## config.mk

```make
export PLATFORM = sky130hd
export DESIGN_NAME = byte_alu_arith_logic
export DESIGN_NICKNAME = d
export VERILOG_FILES = /design/src/hdl/ba_pkg.sv /design/src/hdl/byte_alu_arith_logic.sv
export VERILOG_INCLUDE_DIRS = /design/src /design/src/hdl
export SDC_FILE = /design/constraint.sdc
export NUM_CORES = 2
export LEC_CHECK = 0
export BUFFER_PORTS_ARGS = -buffer_cell sky130_fd_sc_hd__buf_2
export CAP_MARGIN = 20
export CORE_UTILIZATION = 40
export CTS_BUF_LIST = sky130_fd_sc_hd__clkbuf_2
export DETAILED_ROUTE_END_ITERATION = 12
export GPL_ROUTABILITY_DRIVEN = 0
export GPL_TIMING_DRIVEN = 0
export PLACE_DENSITY = 0.57
export SLEW_MARGIN = 20
export SYNTH_ARGS = -nofsm -noshare
export SYNTH_HDL_FRONTEND = slang
export SYNTH_SLANG_ARGS = --single-unit
export TNS_END_PERCENT = 1
```

## constraint.sdc

```tcl
create_clock -name core_clk -period 12.5 [get_ports core_clk]
set_input_delay 1.25 -clock core_clk [delete_from_list [all_inputs] [get_ports core_clk]]
set_output_delay 1.25 -clock core_clk [all_outputs]
set_load 0.02 [all_outputs]
```

## src/hdl/ba_defines.svh

```systemverilog
`ifndef BA_DEFINES_SVH
`define BA_DEFINES_SVH

// timing: printed figures in ns, cycles derived from the 5 ns core clock
`define BA_CLK_PERIOD_NS 5
`define BA_T_SHORT_NS 1000
`define BA_T_DATA_POINTER_NS 2000
`define BA_T_MULDIV_NS 4000
`define BA_T_LOGIMM_NS 2000
`define BA_CYC_SHORT (`BA_T_SHORT_NS / `BA_CLK_PERIOD_NS)
`define BA_CYC_DATA_POINTER (`BA_T_DATA_POINTER_NS / `BA_CLK_PERIOD_NS)
`define BA_CYC_MULDIV (`BA_T_MULDIV_NS / `BA_CLK_PERIOD_NS)
`define BA_CYC_LOGIMM (`BA_T_LOGIMM_NS / `BA_CLK_PERIOD_NS)

// register file offsets (byte addresses)
`define BA_REG_CMD 12'h000
`define BA_REG_OPERAND 12'h004
`define BA_REG_ACC 12'h008
`define BA_REG_AUX 12'h00C
`define BA_REG_FLAGS 12'h010
`define BA_REG_DATA_POINTER 12'h014
`define BA_REG_STATUS 12'h018
`define BA_REG_RESULT 12'h01C
`define BA_RAM_BASE 12'h100

// command word fields
`define BA_CMD_OP_LSB 0
`define BA_CMD_MODE_LSB 8
`define BA_CMD_ADDR_LSB 16
`define BA_CMD_IMM_LSB 24

// flag bit positions in the flags word
`define BA_FLG_CY 7
`define BA_FLG_AC 6
`define BA_FLG_RS1 4
`define BA_FLG_RS0 3
`define BA_FLG_OV 2
`define BA_FLG_P 0

`define BA_RST_BYTE 8'h00
`define BA_RST_WORD 16'h0000

`endif

```

## src/hdl/ba_pkg.sv

```systemverilog
package ba_pkg;
  typedef enum logic [4:0] {
    BA_ADD = 5'h00, BA_SUM_CARRY_OP = 5'h01, BA_MINUS_BORROW_OP = 5'h02, BA_INCA = 5'h03,
    BA_DECA = 5'h04, BA_INCM = 5'h05, BA_DECM = 5'h06, BA_INCDP = 5'h07,
    BA_MUL = 5'h08, BA_DIV = 5'h09, BA_DAA = 5'h0A, BA_ANDA = 5'h0B,
    BA_ORA = 5'h0C, BA_XORA = 5'h0D, BA_ANDM = 5'h0E, BA_ORM = 5'h0F,
    BA_XORM = 5'h10, BA_ANDMI = 5'h11, BA_ORMI = 5'h12, BA_XORMI = 5'h13,
    BA_CLR = 5'h14, BA_CPL = 5'h15, BA_RL = 5'h16, BA_RLC = 5'h17,
    BA_RR = 5'h18, BA_RRC = 5'h19, BA_SWAP = 5'h1A
  } ba_op_t;

  typedef enum logic [1:0] {
    BA_M_DIR = 2'h0, BA_M_IND = 2'h1, BA_M_REG = 2'h2, BA_M_IMM = 2'h3
  } ba_mode_t;

  typedef enum logic [1:0] {
    BA_ST_IDLE = 2'b01, BA_ST_BUSY = 2'b10
  } ba_state_t;
endpackage

```

## src/hdl/byte_alu_arith_logic.sv

```systemverilog
// Local design decisions: the address map and the AXI4-Lite slave port.
`timescale 1ns/1ps
`default_nettype none
`include "ba_defines.svh"

// Function
// [RULE1] byte operand comes from direct, indirect, register or immediate source
// [RULE2] arithmetic ops take 1 us; data pointer increment 2 us; multiply/divide 4 us
// [RULE3] increment/decrement any memory byte without touching the accumulator
// [RULE4] data pointer increments as one 16-bit value with carry into high byte
// [RULE5] multiply acc by aux unsigned; high byte to aux, low byte to acc
// [RULE6] divide acc by aux unsigned; quotient to acc, remainder to aux
// [RULE7] add-with-carry adds acc, operand and carry; plain add ignores carry
// [RULE8] subtract-with-borrow takes acc minus operand minus carry
// [RULE9] bcd fixup corrects acc after adding two packed bcd bytes
// [RULE10] and, or, xor, complement work bit by bit
// [RULE11] and/or/xor may target a direct byte with acc or immediate, acc kept
// [RULE12] accumulator logic ops take 1 us; direct byte with immediate takes 2 us
// [RULE13] clear loads zero, complement inverts acc, each in one period
// [RULE14] rotates move acc one bit, wrapping the end bit around
// [RULE15] rotates through carry include carry; bit shifted out lands in carry
// [RULE16] nibble exchange swaps acc halves in one period
// [RULE17] parity flag always shows odd count of ones in acc
// [RULE18] working registers resolve in the bank chosen by two bank select bits
// [RULE19] indirect address comes only from pointer register zero or one
// [RULE20] add/sum_carry_op/minus_borrow_op set carry, half-carry, overflow from bit 7, bit 3, sign
// [RULE21] fixup adds six per nibble above nine or on carry, carry set on overflow
// [RULE22] multiply/divide clear carry; overflow on product above 255 or divide by zero
module byte_alu_arith_logic
  import ba_pkg::*;
(
  input wire logic core_clk,
  input wire logic rstn,
  input wire logic [11:0] s_axi_awaddr,
  input wire logic s_axi_awvalid,
  output logic s_axi_awready,
  input wire logic [31:0] s_axi_wdata,
  input wire logic [3:0] s_axi_wstrb,
  input wire logic s_axi_wvalid,
  output logic s_axi_wready,
  output logic [1:0] s_axi_bresp,
  output logic s_axi_bvalid,
  input wire logic s_axi_bready,
  input wire logic [11:0] s_axi_araddr,
  input wire logic s_axi_arvalid,
  output logic s_axi_arready,
  output logic [31:0] s_axi_rdata,
  output logic [1:0] s_axi_rresp,
  output logic s_axi_rvalid,
  input wire logic s_axi_rready,
  output logic aluBusy
);
  import ba_pkg::*;

  ////////////////////////////////////////////////////////////////////////////
  // architectural state
  logic [7:0] acc;
  logic [7:0] aux;
  logic [7:0] flags;
  logic [15:0] data_pointer;
  logic [7:0] ram [0:127];
  logic [7:0] operand;
  logic [7:0] lastResult;
  ba_state_t state;
  logic [9:0] cycCount;
  logic [31:0] cmd;
  logic cmdErr;

  wire ba_op_t opCode = ba_op_t'(cmd[`BA_CMD_OP_LSB +: 5]);
  wire ba_mode_t opMode = ba_mode_t'(cmd[`BA_CMD_MODE_LSB +: 2]);
  wire [7:0] opAddr = cmd[`BA_CMD_ADDR_LSB +: 8];
  wire [7:0] opImm = cmd[`BA_CMD_IMM_LSB +: 8];
  wire bank_sel_low = flags[`BA_FLG_RS0];
  wire bank_sel_high = flags[`BA_FLG_RS1];
  wire carryIn = flags[`BA_FLG_CY];
  wire parity = ^acc; // [RULE17]

  // register index inside the selected bank
  function automatic logic [6:0] bankAddr(input logic [1:0] bank, input logic [2:0] idx);
    bankAddr = {2'b00, bank, idx};
  endfunction

  wire [1:0] bank = {bank_sel_high, bank_sel_low};
  wire [7:0] pointer_reg_zero = ram[bankAddr(bank, 3'h0)]; // [RULE18]
  wire [7:0] pointer_reg_one = ram[bankAddr(bank, 3'h1)];
  // only bit 0 of the address field picks the pointer register
  wire [7:0] indAddr = opAddr[0] ? pointer_reg_one : pointer_reg_zero; // [RULE19]
  wire [6:0] regAddr = bankAddr(bank, opAddr[2:0]); // [RULE18]
  // effective memory address; upper half has no memory here and reads zero
  wire [7:0] effAddr = (opMode == BA_M_IND) ? indAddr :
                       (opMode == BA_M_REG) ? {1'b0, regAddr} : opAddr;
  wire memHit = ~effAddr[7];
  wire [7:0] memByte = memHit ? ram[effAddr[6:0]] : 8'h00;
  wire [7:0] srcByte = (opMode == BA_M_IMM) ? opImm : memByte; // [RULE1]

  ////////////////////////////////////////////////////////////////////////////
  // datapath
  wire sum_carry_op = (opCode == BA_SUM_CARRY_OP);
  wire cyIn = sum_carry_op & carryIn; // [RULE7]
  wire [8:0] addSum = {1'b0, acc} + {1'b0, srcByte} + {8'h00, cyIn}; // [RULE7]
  wire [4:0] addLow = {1'b0, acc[3:0]} + {1'b0, srcByte[3:0]} + {4'h0, cyIn};
  wire [8:0] subDiff = {1'b0, acc} - {1'b0, srcByte} - {8'h00, carryIn}; // [RULE8]
  wire [4:0] subLow = {1'b0, acc[3:0]} - {1'b0, srcByte[3:0]} - {4'h0, carryIn};
  wire addOv = (acc[7] == srcByte[7]) && (addSum[7] != acc[7]); // [RULE20]
  wire subOv = (acc[7] != srcByte[7]) && (subDiff[7] != acc[7]); // [RULE20]

  wire [15:0] product = {8'h00, acc} * {8'h00, aux}; // [RULE5]
  wire divZero = (aux == 8'h00);
  wire [7:0] quotient = divZero ? 8'h00 : acc / aux; // [RULE6]
  wire [7:0] remainder = divZero ? 8'h00 : acc % aux; // [RULE6]

  // [RULE21]
  wire lowFix = (acc[3:0] > 4'h9) | flags[`BA_FLG_AC];
  wire [8:0] daStep1 = {1'b0, acc} + (lowFix ? 9'h006 : 9'h000);
  wire hiFix = (daStep1[7:4] > 4'h9) | carryIn | daStep1[8];
  wire [8:0] daStep2 = {1'b0, daStep1[7:0]} + (hiFix ? 9'h060 : 9'h000);
  wire daCarry = carryIn | daStep1[8] | daStep2[8];

  wire [7:0] logicSrc = (opCode == BA_ANDMI || opCode == BA_ORMI || opCode == BA_XORMI) ?
                        opImm : acc; // [RULE11]
  wire [7:0] memAnd = memByte & logicSrc; // [RULE10]
  wire [7:0] memOr = memByte | logicSrc;
  wire [7:0] memXor = memByte ^ logicSrc;

  logic [7:0] next_acc;
  logic [7:0] next_aux;
  logic [7:0] next_flags;
  logic [15:0] next_data_pointer;
  logic [7:0] next_mem;
  logic memWrite;
  logic [9:0] opCycles;

  always_comb begin
    next_acc = acc;
    next_aux = aux;
    next_flags = flags;
    next_data_pointer = data_pointer;
    next_mem = memByte;
    memWrite = 1'b0;
    opCycles = 10'(`BA_CYC_SHORT); // [RULE2]
    unique case (opCode)
      BA_ADD, BA_SUM_CARRY_OP: begin
        next_acc = addSum[7:0];
        next_flags[`BA_FLG_CY] = addSum[8]; // [RULE20]
        next_flags[`BA_FLG_AC] = addLow[4];
        next_flags[`BA_FLG_OV] = addOv;
      end
      BA_MINUS_BORROW_OP: begin
        next_acc = subDiff[7:0];
        next_flags[`BA_FLG_CY] = subDiff[8]; // [RULE20]
        next_flags[`BA_FLG_AC] = subLow[4];
        next_flags[`BA_FLG_OV] = subOv;
      end
      BA_INCA: next_acc = acc + 8'h01;
      BA_DECA: next_acc = acc - 8'h01;
      BA_INCM: begin
        next_mem = memByte + 8'h01; // [RULE3]
        memWrite = 1'b1;
      end
      BA_DECM: begin
        next_mem = memByte - 8'h01; // [RULE3]
        memWrite = 1'b1;
      end
      BA_INCDP: begin
        next_data_pointer = data_pointer + 16'h0001; // [RULE4]
        opCycles = 10'(`BA_CYC_DATA_POINTER); // [RULE2]
      end
      BA_MUL: begin
        next_acc = product[7:0]; // [RULE5]
        next_aux = product[15:8];
        next_flags[`BA_FLG_CY] = 1'b0; // [RULE22]
        next_flags[`BA_FLG_OV] = |product[15:8];
        opCycles = 10'(`BA_CYC_MULDIV); // [RULE2]
      end
      BA_DIV: begin
        next_acc = quotient; // [RULE6]
        next_aux = remainder;
        next_flags[`BA_FLG_CY] = 1'b0; // [RULE22]
        next_flags[`BA_FLG_OV] = divZero;
        opCycles = 10'(`BA_CYC_MULDIV); // [RULE2]
      end
      BA_DAA: begin
        next_acc = daStep2[7:0]; // [RULE9]
        next_flags[`BA_FLG_CY] = daCarry; // [RULE21]
      end
      BA_ANDA: next_acc = acc & srcByte; // [RULE10]
      BA_ORA: next_acc = acc | srcByte;
      BA_XORA: next_acc = acc ^ srcByte;
      BA_ANDM, BA_ANDMI: begin
        next_mem = memAnd; // [RULE11]
        memWrite = 1'b1;
      end
      BA_ORM, BA_ORMI: begin
        next_mem = memOr; // [RULE11]
        memWrite = 1'b1;
      end
      BA_XORM, BA_XORMI: begin
        next_mem = memXor; // [RULE11]
        memWrite = 1'b1;
      end
      BA_CLR: next_acc = `BA_RST_BYTE; // [RULE13]
      BA_CPL: next_acc = ~acc; // [RULE13]
      BA_RL: next_acc = {acc[6:0], acc[7]}; // [RULE14]
      BA_RR: next_acc = {acc[0], acc[7:1]}; // [RULE14]
      BA_RLC: begin
        next_acc = {acc[6:0], carryIn}; // [RULE15]
        next_flags[`BA_FLG_CY] = acc[7];
      end
      BA_RRC: begin
        next_acc = {carryIn, acc[7:1]}; // [RULE15]
        next_flags[`BA_FLG_CY] = acc[0];
      end
      BA_SWAP: next_acc = {acc[3:0], acc[7:4]}; // [RULE16]
      default: ;
    endcase
    // the immediate direct-byte logic forms need a second operand fetch
    if (opCode == BA_ANDMI || opCode == BA_ORMI || opCode == BA_XORMI) begin
      opCycles = 10'(`BA_CYC_LOGIMM); // [RULE12]
    end
    next_flags[`BA_FLG_P] = ^next_acc; // [RULE17]
  end

  // direct logic destinations only reach the lower memory; upper half is dropped
  wire memDest = (opCode == BA_ANDM || opCode == BA_ORM || opCode == BA_XORM ||
                  opCode == BA_ANDMI || opCode == BA_ORMI || opCode == BA_XORMI);
  wire badMode = memDest && (opMode != BA_M_DIR);
  wire legalOp = (opCode <= BA_SWAP) && !badMode;

  ////////////////////////////////////////////////////////////////////////////
  // axi4-lite slave: one outstanding write and read
  logic awHeld;
  logic wHeld;
  logic [11:0] awAddr;
  logic [31:0] wData;
  logic [3:0] wStrb;
  wire doWrite = awHeld && wHeld && !s_axi_bvalid;
  wire wrCmd = doWrite && (awAddr == `BA_REG_CMD);
  wire wrRam = doWrite && (awAddr >= `BA_RAM_BASE) && (awAddr < 12'h300);
  // window starts at 0x100, so flipping bit 8 turns the word offset into byte 0..127
  wire [6:0] wrRamIdx = {~awAddr[8], awAddr[7:2]};
  wire wrKnown = wrRam || (awAddr == `BA_REG_CMD) || (awAddr == `BA_REG_OPERAND) ||
                 (awAddr == `BA_REG_ACC) || (awAddr == `BA_REG_AUX) ||
                 (awAddr == `BA_REG_FLAGS) || (awAddr == `BA_REG_DATA_POINTER);
  // writes while busy are refused so the running op keeps stable inputs
  wire wrOk = wrKnown && (state == BA_ST_IDLE);
  wire startOp = wrCmd && wrOk && wStrb[0];

  wire [11:0] ra = s_axi_araddr;
  wire raRam = (ra >= `BA_RAM_BASE) && (ra < 12'h300);
  wire [31:0] rdMux =
    raRam ? {24'h0, ram[{~ra[8], ra[7:2]}]} :
    (ra == `BA_REG_CMD) ? cmd :
    (ra == `BA_REG_OPERAND) ? {24'h0, operand} :
    (ra == `BA_REG_ACC) ? {24'h0, acc} :
    (ra == `BA_REG_AUX) ? {24'h0, aux} :
    (ra == `BA_REG_FLAGS) ? {24'h0, flags[7:1], parity} :
    (ra == `BA_REG_DATA_POINTER) ? {16'h0, data_pointer} :
    (ra == `BA_REG_STATUS) ? {30'h0, cmdErr, state == BA_ST_BUSY} :
    (ra == `BA_REG_RESULT) ? {24'h0, lastResult} : 32'h0;
  wire rdKnown = raRam || (ra <= `BA_REG_RESULT && ra[1:0] == 2'b00);

  always_ff @(posedge core_clk or negedge rstn) begin
    if (!rstn) begin
      s_axi_awready <= 1'b1;
      s_axi_wready <= 1'b1;
      awHeld <= 1'b0;
      wHeld <= 1'b0;
      awAddr <= 12'h000;
      wData <= 32'h0000_0000;
      wStrb <= 4'h0;
      s_axi_bvalid <= 1'b0;
      s_axi_bresp <= 2'b00;
    end else begin
      if (s_axi_awvalid && s_axi_awready) begin
        awHeld <= 1'b1;
        awAddr <= s_axi_awaddr;
        s_axi_awready <= 1'b0;
      end
      if (s_axi_wvalid && s_axi_wready) begin
        wHeld <= 1'b1;
        wData <= s_axi_wdata;
        wStrb <= s_axi_wstrb;
        s_axi_wready <= 1'b0;
      end
      if (doWrite) begin
        s_axi_bvalid <= 1'b1;
        s_axi_bresp <= wrOk ? 2'b00 : 2'b10;
        awHeld <= 1'b0;
        wHeld <= 1'b0;
      end
      if (s_axi_bvalid && s_axi_bready) begin
        s_axi_bvalid <= 1'b0;
        s_axi_awready <= 1'b1;
        s_axi_wready <= 1'b1;
      end
    end
  end

  always_ff @(posedge core_clk or negedge rstn) begin
    if (!rstn) begin
      s_axi_arready <= 1'b1;
      s_axi_rvalid <= 1'b0;
      s_axi_rdata <= 32'h0000_0000;
      s_axi_rresp <= 2'b00;
    end else if (s_axi_arvalid && s_axi_arready) begin
      s_axi_arready <= 1'b0;
      s_axi_rvalid <= 1'b1;
      s_axi_rdata <= rdMux;
      s_axi_rresp <= rdKnown ? 2'b00 : 2'b10;
    end else if (s_axi_rvalid && s_axi_rready) begin
      s_axi_rvalid <= 1'b0;
      s_axi_arready <= 1'b1;
    end
  end

  ////////////////////////////////////////////////////////////////////////////
  // sequencer: result commits on the last cycle of the op's period
  wire lastCyc = (state == BA_ST_BUSY) && (cycCount == 10'h001);

  always_ff @(posedge core_clk or negedge rstn) begin
    if (!rstn) begin
      state <= BA_ST_IDLE;
      cycCount <= 10'h000;
      aluBusy <= 1'b0;
      cmdErr <= 1'b0;
    end else begin
      unique case (state)
        BA_ST_IDLE: if (startOp) begin
          state <= BA_ST_BUSY;
          aluBusy <= 1'b1;
          cycCount <= 10'h000;
        end
        BA_ST_BUSY: begin
          if (cycCount == 10'h000) begin
            cycCount <= legalOp ? opCycles - 10'h001 : 10'h001; // [RULE2]
            cmdErr <= !legalOp;
            if (!legalOp || opCycles == 10'h001) begin
              state <= BA_ST_IDLE;
              aluBusy <= 1'b0;
            end
          end else if (lastCyc) begin
            state <= BA_ST_IDLE;
            aluBusy <= 1'b0;
            cycCount <= 10'h000;
          end else begin
            cycCount <= cycCount - 10'h001;
          end
        end
        default: state <= BA_ST_IDLE;
      endcase
    end
  end

  wire commit = lastCyc && legalOp;

  always_ff @(posedge core_clk or negedge rstn) begin
    if (!rstn) begin
      cmd <= 32'h0000_0000;
      operand <= `BA_RST_BYTE;
      acc <= `BA_RST_BYTE;
      aux <= `BA_RST_BYTE;
      flags <= `BA_RST_BYTE;
      data_pointer <= `BA_RST_WORD;
      lastResult <= `BA_RST_BYTE;
    end else if (commit) begin
      acc <= next_acc;
      aux <= next_aux;
      flags <= next_flags;
      data_pointer <= next_data_pointer;
      lastResult <= memWrite ? next_mem : next_acc;
    end else if (doWrite && wrOk && wStrb[0]) begin
      unique case (awAddr)
        `BA_REG_CMD: cmd <= wData;
        `BA_REG_OPERAND: operand <= wData[7:0];
        `BA_REG_ACC: acc <= wData[7:0];
        `BA_REG_AUX: aux <= wData[7:0];
        `BA_REG_FLAGS: flags <= wData[7:0];
        `BA_REG_DATA_POINTER: data_pointer <= wStrb[1] ? wData[15:0] : {data_pointer[15:8], wData[7:0]};
        default: ;
      endcase
    end
  end

  // memory is not reset; software loads it before use
  always_ff @(posedge core_clk) begin
    if (commit && memWrite && memHit) begin
      ram[effAddr[6:0]] <= next_mem; // [RULE3]
    end else if (wrRam && wrOk && wStrb[0]) begin
      ram[wrRamIdx] <= wData[7:0];
    end
  end
endmodule
`default_nettype wire

```

==> summary.md <==
| Metric | Value |
|---|---|
| Multi-input gate area | 28,290 µm² |
| Gr ovfl total | 0 |
| Num CTS Buffers | 340 |
| Drt initial violations | 8,311 |
| Critical R2R Capture | aux[5]$_DFFE_PN0P_ |
| Total vias in the final route | 48,710 |
| Starting density of the core | 0.4046 |
| Post-Route Utilization | 0.4626 |
| Unrepaired setup endpoints after global routing | true |
| Final slew viol count | 0 |
| DPL Wire Length | 198.6 mm |
| Max incr delay on CP | 0.51 ns |
| Complex-gate fraction of the synthesized area | 0.06552 |
| Setup TNS | 0 ns |
| CTS tree | yes |
| Cell at the slowest stage of the critical path | dfrtp_4 |
| Ys flop type | edfxtp_1 |
| CP Capture Point | aux[5]$_DFFE_PN0P_ |
| Worst Setup SP | aux[0]$_DFFE_PN0P_ |
| Root buf cell | clkbuf_2 |
| Layout cells sized above 1 | 0.3351 |
| Leading post-synthesis cells by cell area | edfxtp_1 47%, mux4_2 20%, dfrtp_1 7.1%, ha_1 3.0%, mux2i_1 2.2% |
| Worst-Skew Late Latency | 1.88 ns |
| Clk_skew | 0.1937 ns |
| Avg Inst Size Synth | 14.91 µm² |
| DRT Pass-1 Iters | 10 |
| Critical Path AT | 13.96 ns |
| Clock slew at reported path FFs | 0.10 ns |
| Cell taking the most area after synthesis | edfxtp_1 |
| CP required | 14.17 ns |
| Mapped Cells | 4,379 |
| Max_slew headroom | 0.07974 |
| Cell Rows | 147 |
| Synth unique cells | 99 |
| Hold Vio Cnt, Final | 0 |
| CP Max Fanout | 7 |
| Cell count after placement | 6,717 |
| Number of port buffers | 99 |
| Synthesis Warnings | 0 |
| Adder-cell share of the synthesized area | 0.04371 |
| Synth Area in XOR/XNOR | 0.008051 |
| Post-Syn Area | 65,270 µm² |
| FFs w/ async S/R, synth | 0.1551 |
| Simple logic cell fraction of the synthesized area | 0.06767 |
| DIE HEIGHT | 406.0 µm |
| Vias per inst | 6.583 |
| Nets@finish | 5,266 |
| Wire per inst | 37.29 µm |
| CP top delay family | compound AO/OA/AOI/OAI gates |
| Final setup viols | 0 |
| Largest family of logic cells by synthesized area | multiplexers |
| Yosys top cell area share | 0.4711 |
| Reg2Reg Setup Slack | 0.21 ns |
| Setup CP Type | reg2reg |
| Hold WS | 0.1657 ns |
| Post-route ant nets | 0 |
| WP depth | 63 |
| Placeable Area | 161,300 µm² |
| Final Non-Filler Cells | 7,399 |
| Chip width | 406.0 µm |
| Initial antenna violation count | 16 |
| Max-cap viol count | 0 |
| #FFs+latches synth | 1,212 |
| Tmin final | 12.29 ns |
| Clk sinks | 1,212 |
| Worst Setup End Kind | flop |
| Fmax | 81.36 MHz |
| Fill count | 14,440 |
| Reg area | 35,470 µm² |
| First-pass GRT wire length | 373.3 mm |
| Pin count of the biggest net entering global routing | 90 |
| Area grow syn2layout | 14.32% |
| Worst R2R Start | aux[0]$_DFFE_PN0P_ |
| DRC errors left | 0 |
| Clock buffer depth | 4 |
| Routed WL | 275.9 mm |
| EDFF count, synth | 1,024 |
| Startpoint Class | flop |
| Area of the die | 164,800 µm² |
| Most frequent cell after synthesis | edfxtp_1 |
| Number of global-route vias before repair | 47,200 |
| Final period utilization | 0.9833 |
| Htree depth | 5 |
| Worst slew pin tran | 1.380 ns |
| Top cells by count, synth | 1,024 x edfxtp_1, 571 x mux4_2, 375 x nand2_1, 305 x nor2_1, 184 x dfrtp_1 |
| Reg2Reg Depth | 63 |
| Hold/Removal Path Class | in2reg |
| Status | completed |
| CP dominant cell by count | o21a_1 |
| Mux share of post-synthesis cell area | 0.2402 |
| Register area share after synthesis | 0.5433 |
| Top-Level Pins | 109 |
| Buf/Inv on CP | 3 |
| Aggregate global-route resource usage | 0.3335 |
## per-layer routing
layer  track usage  up-vias  share of wire
li1              -    18930              -
met1        0.4070    24830           0.35
met2        0.4759     3884           0.42
met3        0.1480     1053           0.14
met4        0.2191       20          0.079
met5       0.01041        -         0.0014
## worst reg2reg max path: cells and delay by family (launching register included)
kind,cells,cell delay (ns)
muxes,4,1.23
and+or+nand+nor,8,1.03
adders and majority gates,8,2.04
buffers and inverters,3,0.46
AOI/OAI and AO/OA,40,6.92
DFF,1,0.51
## sequential cells by signal, indices dropped and copies added, names as in the netlist, 8 cells and up
| signal | count |
|---|---|
| ram | 1024 |
| cmd | 32 |
| s_axi_rdata | 32 |
| wData | 32 |
| data_pointer | 16 |
| awAddr | 12 |
| cycCount | 10 |
| acc | 8 |
| aux | 8 |
| lastResult | 8 |
| operand | 8 |
## worst min path at each step
| stage | slack (ns) | from | to | cells past startpoint |
|---|---|---|---|---|
| 2_1_floorplan | 0.44 | lastResult[1]$_DFFE_PN0P_ | lastResult[1]$_DFFE_PN0P_ | 2 |
| 3_3_place_gp | 0.45 | s_axi_rdata[19]$_DFFE_PN0P_ | s_axi_rdata[19]$_DFFE_PN0P_ | 2 |
| 3_5_place_dp | 0.45 | s_axi_rdata[19]$_DFFE_PN0P_ | s_axi_rdata[19]$_DFFE_PN0P_ | 2 |
| 4_1_cts | 0.08 | s_axi_wdata[17] | wData[17]$_DFFE_PN0P_ | 3 |
| 5_1_grt | 0.12 | s_axi_wdata[18] | wData[18]$_DFFE_PN0P_ | 3 |
| 6_report | 0.17 | s_axi_wdata[17] | wData[17]$_DFFE_PN0P_ | 3 |
## cell usage in the layout (no fill, tap or decap), drive strengths merged, types with 14 or more instances in the layout
cell type	n
a211oi	17
a21o	24
a21oi	131
a221oi	25
a22o	14
a22oi	23
a31oi	36
and3	14
buf	371
clkbuf	635
clkinv	67
dfrtp	184
diode	14
dlygate4sd3	56
edfxtp	1024
fa	45
ha	156
inv	148
mux2	123
mux2i	143
mux4	571
nand2	375
nand3	141
nor2	305
nor3	66
nor4	22
o211ai	18
o21a	26
o21ai	124
o22ai	23
o31ai	26
xnor2	43
xor2	17
## layout make-up
| type | instances | share of cell area |
|---|---|---|
| Antenna cell | 14 | 0.0004695 |
| Buffer | 286 | 0.02130 |
| Clock buffer | 496 | 0.03327 |
| Clock inverter | 73 | 0.004980 |
| Inverter | 148 | 0.007831 |
| Multi-Input combinational cell | 2730 | 0.3791 |
| Sequential cell | 1212 | 0.4754 |
| Tap cell | 2160 | 0.03622 |
| Timing Repair Buffer | 280 | 0.04139 |
## kinds of logic after synthesis
group,count (synthesis)
flops,1212
simple gates,1008
mux,837
compound gates,622
buf+inv,438
fa+ha+maj,201
xor+xnor,60
other cells,1
## metrics by stage
step           setup WS (ns)  cell area, µm²
2_1_floorplan        0.04187           65290
3_3_place_gp          -7.470           68490
3_5_place_dp          -2.821           70430
4_1_cts              0.03272           74190
5_1_grt              -0.2621           74600
6_report              0.2088           74620
## timing repair
action | CTS | global route
buffers inserted | 25 | 19
resized for setup | 45 | 33
pin swaps | 10 | 18
setup endpoints to repair | 11 | 10
hold buffers | 57 | 0
endpoints found under the hold margin | 239 | 0
gates cloned | 0 | 0
Power is not shown: default switching activity piles up to over one toggle a cycle in this logic, so the estimate is an artifact.
